`src/mac_pkg.sv`:
```
// Package: constants and types of the multiply-accumulate unit
package mac_pkg;

    // ************************************************************
    // Widths and field positions
    // ************************************************************
    localparam int ACC_W = 40;
    localparam int WORD_W = 16;
    localparam int TOP_W = 8;
    localparam int STAT_W = 16;
    localparam int PRODUCT_OVF_BIT = 6;
    localparam int SHIFT_OVF_BIT = 8;
    localparam int TOP_SIGN_BIT = 7;
    localparam int TOP_SEC_LSB = 32;
    localparam int MID_SEC_LSB = 16;
    localparam int ROUND_BIT = 15;

    // ************************************************************
    // Reset and clamp values
    // ************************************************************
    localparam logic [ACC_W-1:0] ACC_RESET = 40'h00_0000_0000;
    localparam logic [15:0] CLAMP_POS_TOP = 16'h0000;
    localparam logic [15:0] CLAMP_POS_MID = 16'h7FFF;
    localparam logic [15:0] CLAMP_POS_LOW = 16'hFFFF;
    localparam logic [15:0] CLAMP_NEG_TOP = 16'hFFFF;
    localparam logic [15:0] CLAMP_NEG_MID = 16'h8000;
    localparam logic [15:0] CLAMP_NEG_LOW = 16'h0000;

    // ************************************************************
    // Command, option and source encodings
    // ************************************************************
    typedef enum logic [3:0] {
        CMD_NOP,
        CMD_MUL,
        CMD_MAC_ADD,
        CMD_MAC_SUB,
        CMD_CLEAR,
        CMD_ROUND,
        CMD_CLAMP,
        CMD_MOVE_LOW,
        CMD_MOVE_MID,
        CMD_MOVE_TOP
    } mac_cmd_t;

    typedef enum logic [1:0] {
        SIGN_SS,
        SIGN_UU,
        SIGN_SU,
        SIGN_US
    } sign_opt_t;

    typedef enum logic [2:0] {
        XSRC_XIN0,
        XSRC_XIN1,
        XSRC_ALU,
        XSRC_PLOW,
        XSRC_PMID,
        XSRC_PTOP,
        XSRC_SMID,
        XSRC_STOP
    } xsrc_t;

    typedef enum logic [1:0] {
        YSRC_YIN0,
        YSRC_YIN1,
        YSRC_SMID,
        YSRC_XSQ
    } ysrc_t;

endpackage

```
`src/mac_acc_pair.sv`:
```
// Two 40-bit accumulators held in a small registered memory
module mac_acc_pair (
    input wire logic mclk,
    input wire logic sys_rst,
    input wire logic writeEn,
    input wire logic writeSel,
    input wire logic [mac_pkg::ACC_W-1:0] writeData,
    output logic [mac_pkg::ACC_W-1:0] productAcc,
    output logic [mac_pkg::ACC_W-1:0] shiftAcc
);
    import mac_pkg::*;

    typedef struct packed {
        logic [ACC_W-1:0] prod;
        logic [ACC_W-1:0] shft;
    } pair_state_t;

    pair_state_t cur;
    pair_state_t next_cur;

    // ************************************************************
    // Storage update
    // ************************************************************
    // Write port selects one accumulator, written at the cycle end
    always_comb begin
        next_cur = cur;
        if (writeEn && !writeSel) begin
            next_cur.prod = writeData;
        end
        if (writeEn && writeSel) begin
            next_cur.shft = writeData;
        end
    end

    // Registered storage, read data straight from flops
    always_ff @(posedge mclk) begin
        if (sys_rst) begin
            cur <= '{prod: ACC_RESET, shft: ACC_RESET};
        end else begin
            cur <= next_cur;
        end
    end

    assign productAcc = cur.prod;
    assign shiftAcc = cur.shft;
endmodule

```
`src/mac_unit_result_saturation.sv`:
```
// Multiply-accumulate datapath with clamp, round, clear and overflow status
// How it works
// - Clear zeroes all 40 bits of the chosen accumulator.
// - Clear forces both overflow bits low; conditional clear needs its condition.
// - Round alters only fractional results, same as multiply round option.
// - Product accumulator overflow sits in status bit 6.
// - Shift accumulator overflow sits in status bit 8.
// - Status updates at cycle end, visible next cycle.
// - Section moves leave overflow bits unchanged.
// - Adding zero product re-evaluates the target overflow bit.
// - Overflow set when top nine bits not all equal, else cleared.
// - Clamp tests real top nine bits, not the status flags.
// - Clamp without overflow keeps low words, sign-extends top eight bits.
// - Clamp overflow with top bit 7 low loads maximum positive value.
// - Clamp overflow with top bit 7 high loads maximum negative value.
// - Clamp acts only in its cycle; no persistent saturation mode.
// - Self-assign with round updates only that accumulator's overflow bit.
// - Multiply, add, subtract into either accumulator with round and sign options.
// - Two 16-bit operands, 32-bit product, 40-bit add or subtract.
// - Operand sources restricted in conditional forms; y may square x.
// - Read at cycle start, write at cycle end.
// - Sections are bits 0-15, 16-31, 32-39 with top sign extension.
// - Middle load sign-extends into top; low load touches nothing else.
// - Fractional mode shifts every product left by one.
// - Sign options pick signed or unsigned for each operand.
module mac_unit_result_saturation (
    input wire logic mclk,
    input wire logic sys_rst,
    input wire logic cmdValid,
    input wire mac_pkg::mac_cmd_t cmd,
    input wire logic condTrue,
    input wire logic destShift,
    input wire logic roundEn,
    input wire mac_pkg::sign_opt_t signOpt,
    input wire logic fracMode,
    input wire logic restrictedForm,
    input wire mac_pkg::xsrc_t xSel,
    input wire mac_pkg::ysrc_t ySel,
    input wire logic [mac_pkg::WORD_W-1:0] dregX,
    input wire logic [mac_pkg::WORD_W-1:0] dregY,
    input wire logic [mac_pkg::WORD_W-1:0] x_input_reg_0,
    input wire logic [mac_pkg::WORD_W-1:0] x_input_reg_1,
    input wire logic [mac_pkg::WORD_W-1:0] y_input_reg_0,
    input wire logic [mac_pkg::WORD_W-1:0] y_input_reg_1,
    input wire logic [mac_pkg::WORD_W-1:0] alu_result_reg,
    input wire logic [mac_pkg::WORD_W-1:0] moveData,
    output logic [mac_pkg::ACC_W-1:0] product_accumulator,
    output logic [mac_pkg::ACC_W-1:0] shift_result_accumulator,
    output logic [mac_pkg::STAT_W-1:0] arith_status_register,
    output logic product_acc_overflow_flag,
    output logic shift_acc_overflow_flag,
    output logic cmdDone
);
    import mac_pkg::*;

    // ************************************************************
    // Helper functions
    // ************************************************************
    // Overflow exists when the top nine bits are not all equal
    function automatic logic topNineOvf(input logic [ACC_W-1:0] v);
        topNineOvf = !((&v[ACC_W-1:ACC_W-9]) || !(|v[ACC_W-1:ACC_W-9]));
    endfunction

    // Round a fractional accumulator at the middle-word boundary
    function automatic logic [ACC_W-1:0] roundAcc(input logic [ACC_W-1:0] v,
                                                  input logic frac);
        logic [ACC_W-1:0] r;
        r = v + (ACC_W'(1) << ROUND_BIT);
        r[ROUND_BIT:0] = '0;
        roundAcc = frac ? r : v;
    endfunction

    // Extend one operand to 17 bits, signed or unsigned
    function automatic logic signed [WORD_W:0] extOp(input logic [WORD_W-1:0] v,
                                                     input logic sgn);
        extOp = {sgn & v[WORD_W-1], v};
    endfunction

    // ************************************************************
    // State
    // ************************************************************
    typedef struct packed {
        logic ovfProd;
        logic ovfShift;
        logic done;
    } mac_state_t;

    mac_state_t cur;
    mac_state_t next_cur;

    logic [ACC_W-1:0] accProd;
    logic [ACC_W-1:0] accShift;
    logic [ACC_W-1:0] accSel;
    logic [ACC_W-1:0] accNew;
    logic accWrite;
    logic [WORD_W-1:0] xOp;
    logic [WORD_W-1:0] yOp;
    logic signed [WORD_W:0] xExt;
    logic signed [WORD_W:0] yExt;
    logic signed [2*WORD_W+1:0] prodFull;
    logic [ACC_W-1:0] prodAcc;
    logic [ACC_W-1:0] sum;
    logic go;
    logic newOvf;
    logic ovfUpdate;
    logic clampOvf;

    // ************************************************************
    // Operand selection
    // ************************************************************
    // Restricted forms read only the allowed x and y sources
    always_comb begin
        if (restrictedForm) begin
            unique case (xSel)
                XSRC_XIN0: xOp = x_input_reg_0;
                XSRC_XIN1: xOp = x_input_reg_1;
                XSRC_ALU: xOp = alu_result_reg;
                XSRC_PLOW: xOp = accProd[MID_SEC_LSB-1:0];
                XSRC_PMID: xOp = accProd[TOP_SEC_LSB-1:MID_SEC_LSB];
                XSRC_PTOP: xOp = {{TOP_W{accProd[ACC_W-1]}}, accProd[ACC_W-1:TOP_SEC_LSB]};
                XSRC_SMID: xOp = accShift[TOP_SEC_LSB-1:MID_SEC_LSB];
                XSRC_STOP: xOp = {{TOP_W{accShift[ACC_W-1]}}, accShift[ACC_W-1:TOP_SEC_LSB]};
            endcase
            unique case (ySel)
                YSRC_YIN0: yOp = y_input_reg_0;
                YSRC_YIN1: yOp = y_input_reg_1;
                YSRC_SMID: yOp = accShift[TOP_SEC_LSB-1:MID_SEC_LSB];
                YSRC_XSQ: yOp = xOp; // Squaring path
            endcase
        end else begin
            xOp = dregX;
            yOp = dregY;
        end
    end

    // ************************************************************
    // Multiplier and adder/subtracter
    // ************************************************************
    // Signed 17x17 product; fractional mode drops the redundant sign bit
    always_comb begin
        xExt = extOp(xOp, (signOpt == SIGN_SS) || (signOpt == SIGN_SU));
        yExt = extOp(yOp, (signOpt == SIGN_SS) || (signOpt == SIGN_US));
        prodFull = xExt * yExt;
        prodAcc = ACC_W'(prodFull); // Sign-extended into 40 bits
        if (fracMode) begin
            prodAcc = prodAcc << 1;
        end
    end

    // Current accumulator is read at cycle start
    assign accSel = destShift ? accShift : accProd;
    assign go = cmdValid && condTrue;

    // ************************************************************
    // Result and status computation
    // ************************************************************
    // Selects the new accumulator value and the overflow update
    always_comb begin
        next_cur = cur;
        next_cur.done = go;
        accNew = accSel;
        accWrite = 1'b0;
        ovfUpdate = 1'b0;
        newOvf = 1'b0;
        clampOvf = topNineOvf(accSel);
        sum = accSel;
        if (go) begin
            unique case (cmd)
                CMD_MUL, CMD_MAC_ADD, CMD_MAC_SUB: begin
                    if (cmd == CMD_MUL) begin
                        sum = prodAcc;
                    end else if (cmd == CMD_MAC_ADD) begin
                        sum = accSel + prodAcc; // Wraps
                    end else begin
                        sum = accSel - prodAcc;
                    end
                    accNew = roundEn ? roundAcc(sum, fracMode) : sum;
                    accWrite = 1'b1;
                    ovfUpdate = 1'b1;
                    newOvf = topNineOvf(accNew);
                end
                CMD_CLEAR: begin
                    accNew = ACC_RESET;
                    accWrite = 1'b1;
                    next_cur.ovfProd = 1'b0;
                    next_cur.ovfShift = 1'b0;
                end
                CMD_ROUND: begin
                    // Self-assignment, optional round, own flag only
                    accNew = roundEn ? roundAcc(accSel, fracMode) : accSel;
                    accWrite = 1'b1;
                    ovfUpdate = 1'b1;
                    newOvf = topNineOvf(accNew);
                end
                CMD_CLAMP: begin
                    // One-shot clamp, flags untouched
                    if (!clampOvf) begin
                        accNew = {{TOP_W{accSel[TOP_SEC_LSB-1]}},
                                  accSel[TOP_SEC_LSB-1:0]};
                    end else if (!accSel[TOP_SEC_LSB+TOP_SIGN_BIT]) begin
                        accNew = {CLAMP_POS_TOP[TOP_W-1:0], CLAMP_POS_MID,
                                  CLAMP_POS_LOW};
                    end else begin
                        accNew = {CLAMP_NEG_TOP[TOP_W-1:0], CLAMP_NEG_MID,
                                  CLAMP_NEG_LOW};
                    end
                    accWrite = 1'b1;
                end
                CMD_MOVE_LOW: begin
                    accNew = {accSel[ACC_W-1:MID_SEC_LSB], moveData};
                    accWrite = 1'b1; // Flags unchanged
                end
                CMD_MOVE_MID: begin
                    accNew = {{TOP_W{moveData[WORD_W-1]}}, moveData,
                              accSel[MID_SEC_LSB-1:0]};
                    accWrite = 1'b1;
                end
                CMD_MOVE_TOP: begin
                    accNew = {moveData[TOP_W-1:0], accSel[TOP_SEC_LSB-1:0]};
                    accWrite = 1'b1;
                end
                default: begin
                    accWrite = 1'b0;
                end
            endcase
        end
        if (ovfUpdate) begin
            if (destShift) begin
                next_cur.ovfShift = newOvf;
            end else begin
                next_cur.ovfProd = newOvf;
            end
        end
    end

    // ************************************************************
    // Accumulator storage
    // ************************************************************
    mac_acc_pair accStore (
        .mclk(mclk),
        .sys_rst(sys_rst),
        .writeEn(accWrite),
        .writeSel(destShift),
        .writeData(accNew),
        .productAcc(accProd),
        .shiftAcc(accShift)
    );

    // Status flops update at cycle end
    always_ff @(posedge mclk) begin
        if (sys_rst) begin
            cur <= '{ovfProd: 1'b0, ovfShift: 1'b0, done: 1'b0};
        end else begin
            cur <= next_cur;
        end
    end

    // ************************************************************
    // Outputs
    // ************************************************************
    // Status word carries both flags at their fixed positions
    always_comb begin
        arith_status_register = '0;
        arith_status_register[PRODUCT_OVF_BIT] = cur.ovfProd;
        arith_status_register[SHIFT_OVF_BIT] = cur.ovfShift;
    end

    assign product_accumulator = accProd;
    assign shift_result_accumulator = accShift;
    assign product_acc_overflow_flag = cur.ovfProd;
    assign shift_acc_overflow_flag = cur.ovfShift;
    assign cmdDone = cur.done;
endmodule

```
`config.mk`:
```
export PLATFORM = sky130hd
export DESIGN_NAME = mac_unit_result_saturation
export DESIGN_NICKNAME = d
export VERILOG_FILES = /design/src/mac_pkg.sv /design/src/mac_acc_pair.sv /design/src/mac_unit_result_saturation.sv
export SDC_FILE = /design/constraint.sdc
export NUM_CORES = 1
export LEC_CHECK = 0
export ABC_CLOCK_PERIOD_IN_PS = 25200
export BUFFER_PORTS_ARGS = -buffer_cell sky130_fd_sc_hd__buf_2
export CORE_MARGIN = 1
export CORE_UTILIZATION = 50
export CTS_BUF_LIST = sky130_fd_sc_hd__clkbuf_16
export DETAILED_ROUTE_END_ITERATION = 7
export GPL_TIMING_DRIVEN = 0
export PLACE_DENSITY = 0.69
export SETUP_SLACK_MARGIN = 0.02
export SLEW_MARGIN = 30
export SYNTH_ARGS = -nofsm -noshare
export SYNTH_HDL_FRONTEND = slang
export SYNTH_HIERARCHICAL = 1
export SYNTH_SLANG_ARGS = --single-unit
```
`constraint.sdc`:
```
create_clock -name mclk -period 25.2 [get_ports mclk]
set_input_delay 1.26 -clock mclk [delete_from_list [all_inputs] [get_ports mclk]]
set_output_delay 1.26 -clock mclk [all_outputs]
set_load 0.005 [all_outputs]
```
==> impl_metrics.csv <==
group,metric,value,unit
sta,slew_headroom,30.1,%
synth,synth-compound-area-share,18.7,%
placed_design,portBuffers,227,
run,drv_cap,0,
global_route,grtUsageTotal,38.7,%
die,core,0.0491,mm²
final_layout,area_growth,9.54,%
placed_design,hpwl,83.8,mm
sta,drv_slew,0,
sta,rsz0062_at_grt,"no",
die,die_h,225,µm
sta,hold_viol,0,
die,die_area,0.0508,mm²
routing,drt_pre_antenna_iters,8,
global_route,grt.overflow.total,0,
synth,async_flop_share,0,%
sta,setup_tns,0,ns
critical_path,crit_path_max_fanout,10,
synth,synth-xor-area-share,3.64,%
critical_path,startpoint_type,"input pin",
routing,ant_nets,0,
cts,insertion_delay,0.35,ns
critical_path,cpPeakStageDelay,0.81,ns
routing,post-route-drc-count,1,
cts,cts_num_sinks,83,
cts,cts_setup_buffers,0,
routing,wl,99.8,mm
final_layout,final_cell_mix,"inv_1 (383), nor2_1 (351), nand2_1 (306), fa_1 (297), buf_2 (255)",
global_route,grt_pass1_vias,23800,
critical_path,critPathArrivalTime,17.64,ns
sta,fin_crit,17.41,ns
final_layout,drive_gt1_share,13.1,%
placed_design,place_congestion,1.01,
routing,routed_via_density,6.15,
cts,htree_levels,3,
final_layout,fillers,4842,
cts,holdBufCountCts,0,
routing,drtIter0Drc,2523,
cts,numCtsBuffers,9,
outcome,status,"finished, violations left",
synth,synth.area.mux_share,10.7,%
cts,clockBufferDepth,2,
synth,synth_top_family_by_area,"adder cells",
cts,cts_tree,"done",
global_route,grt_max_degree,14,
synth,synthFlopType,"dfxtp_1",
min_path,hold_path_class,"reg -> reg",
final_layout,mostFrequentLayoutCell,"inv_1",
synth,ys_warn_count,6,
sta,worst_slack,7.79,ns
synth,syn-mean-instance-area,7.88,µm²
routing,routedWlPerCell,24.4,µm
synth,yosys.area_share.simple,20.7,%
placed_design,pre_cts_ws,8.17,ns
die,io_pins,246,
sta,setup-violations-final,0,
global_route,grt_pass1_wl,146,mm
critical_path,slowest_stage,"mux2i_1",
critical_path,critPathKind,"in -> reg",
synth,synthesis.area,0.0249,mm²
cts,ctsResizeCount,0,
die,die_w,225,µm
cts,cts.clk_slew.worst_paths,0.06,ns
sta,fin_worst_skew,0.00399,ns
sta,fmax,57.4,MHz
sta,worst_pin_slew,1.02,ns
synth,synthDistinctLibCells,114,
synth,ys_seq_elements,83,
final_layout,nets,3988,
critical_path,crit_required,25.43,ns
outcome,violations,"DRC",
cts,cts_root_buf,"clkbuf_16",
global_route,antenna_found_initial,1,
synth,synth.yosys.seq_area_share,6.67,%
synth,synth-edff-count,0,
synth,synth_adder_area_share,30.4,%
synth,synth_cells,3163,
die,start_util,50.8,%
routing,vias,25100,
sta,finalCritPeriodShare,69.1,%
critical_path,end_kind,"register",
die,rows,81,
-- area by class of cell --
class	count	area [µm²]	share of cell area (%)
buffer	172	855	3.13
antenna	1	2.50	0.00916
multi-input combinational	2540	21100	77.3
sequential	83	1660	6.08
clock inverter	7	61.3	0.225
tap	664	831	3.04
inverter	381	1430	5.24
timing repair buffer	227	1140	4.16
clock buffer	9	225	0.825
-- registers in the layout, indices dropped and copies added, names as in the netlist --
name	flops
accStore/productAcc	40
accStore/shiftAcc	40
cmdDone	1
product_acc_overflow_flag	1
shift_acc_overflow_flag	1
-- metrics by stage --
step                      instance area [µm²]  utilization (%)  instances  hold slack (ns)
after floorplan                         25000                -       3176            0.478
after global placement                  26900             54.9       4067            0.474
after CTS                               27300             55.6       4083            0.494
after detailed placement                27000             55.1       4067            0.483
final                                   27300             55.7       4084            0.493
after global routing                    27300             55.7       4084            0.513
-- kinds of logic (layout without fill, tap and decap cells) --
kind of cell | after synthesis | in the layout
fa+ha+maj | 427 | 427
compound gates | 683 | 683
simple gates | 1075 | 1075
flops | 83 | 83
xor+xnor | 101 | 101
buf+inv | 553 | 796
mux | 240 | 240
other cells | 1 | 15
-- critical path: cells and delay by family --
kind	cells	cell delay, ns
buffers and inverters	10	2.28
adder cells (fa/ha/maj)	8	3.60
XOR/XNOR	1	0.15
AND/OR/NAND/NOR	15	4.13
AO/OA/AOI/OAI	17	4.84
multiplexers	2	1.34
-- metal layers --
layer	GRT usage (%)	part of all wire, %	vias up
met5	0	0	-
met4	16.0	4.8	0
met3	6.88	9.3	236
met2	63.5	47	1377
met1	50.0	39	12200
li1	-	-	11300
-- cell usage after synthesis (all sizes together) (32+ instances only) --
library cell | instances | area (µm²)
ha | 130 | 1630
mux2i | 175 | 1750
nand3 | 42 | 210
nor3 | 51 | 272
a21oi | 197 | 1010
o21ai | 139 | 722
nor2 | 353 | 1340
xnor2 | 67 | 602
nand2 | 308 | 1170
nand2b | 141 | 882
fa | 297 | 5950
dfxtp | 83 | 1660
buf | 71 | 475
inv | 381 | 1430
mux2 | 48 | 544
a211oi | 32 | 270
xor2 | 34 | 305
clkbuf | 101 | 379
a21o | 34 | 255
-- final timing paths --
path | startpoint | to | slack [ns] | cells past startpoint
worst min-delay path | accStore/shiftAcc[12]$_SDFFE_PP0P_ | accStore/shiftAcc[12]$_SDFFE_PP0P_ | 0.49 | 2
worst max register to register | accStore/shiftAcc[18]$_SDFFE_PP0P_ | shift_acc_overflow_flag$_SDFF_PP0_ | 9.55 | 47
worst max-delay path | xSel[2] | shift_acc_overflow_flag$_SDFF_PP0_ | 7.79 | 53
worst min register to register | accStore/shiftAcc[12]$_SDFFE_PP0P_ | accStore/shiftAcc[12]$_SDFFE_PP0P_ | 0.49 | 2
Power is not shown: default switching activity piles up to over one toggle a cycle in this logic, so the estimate is an artifact.
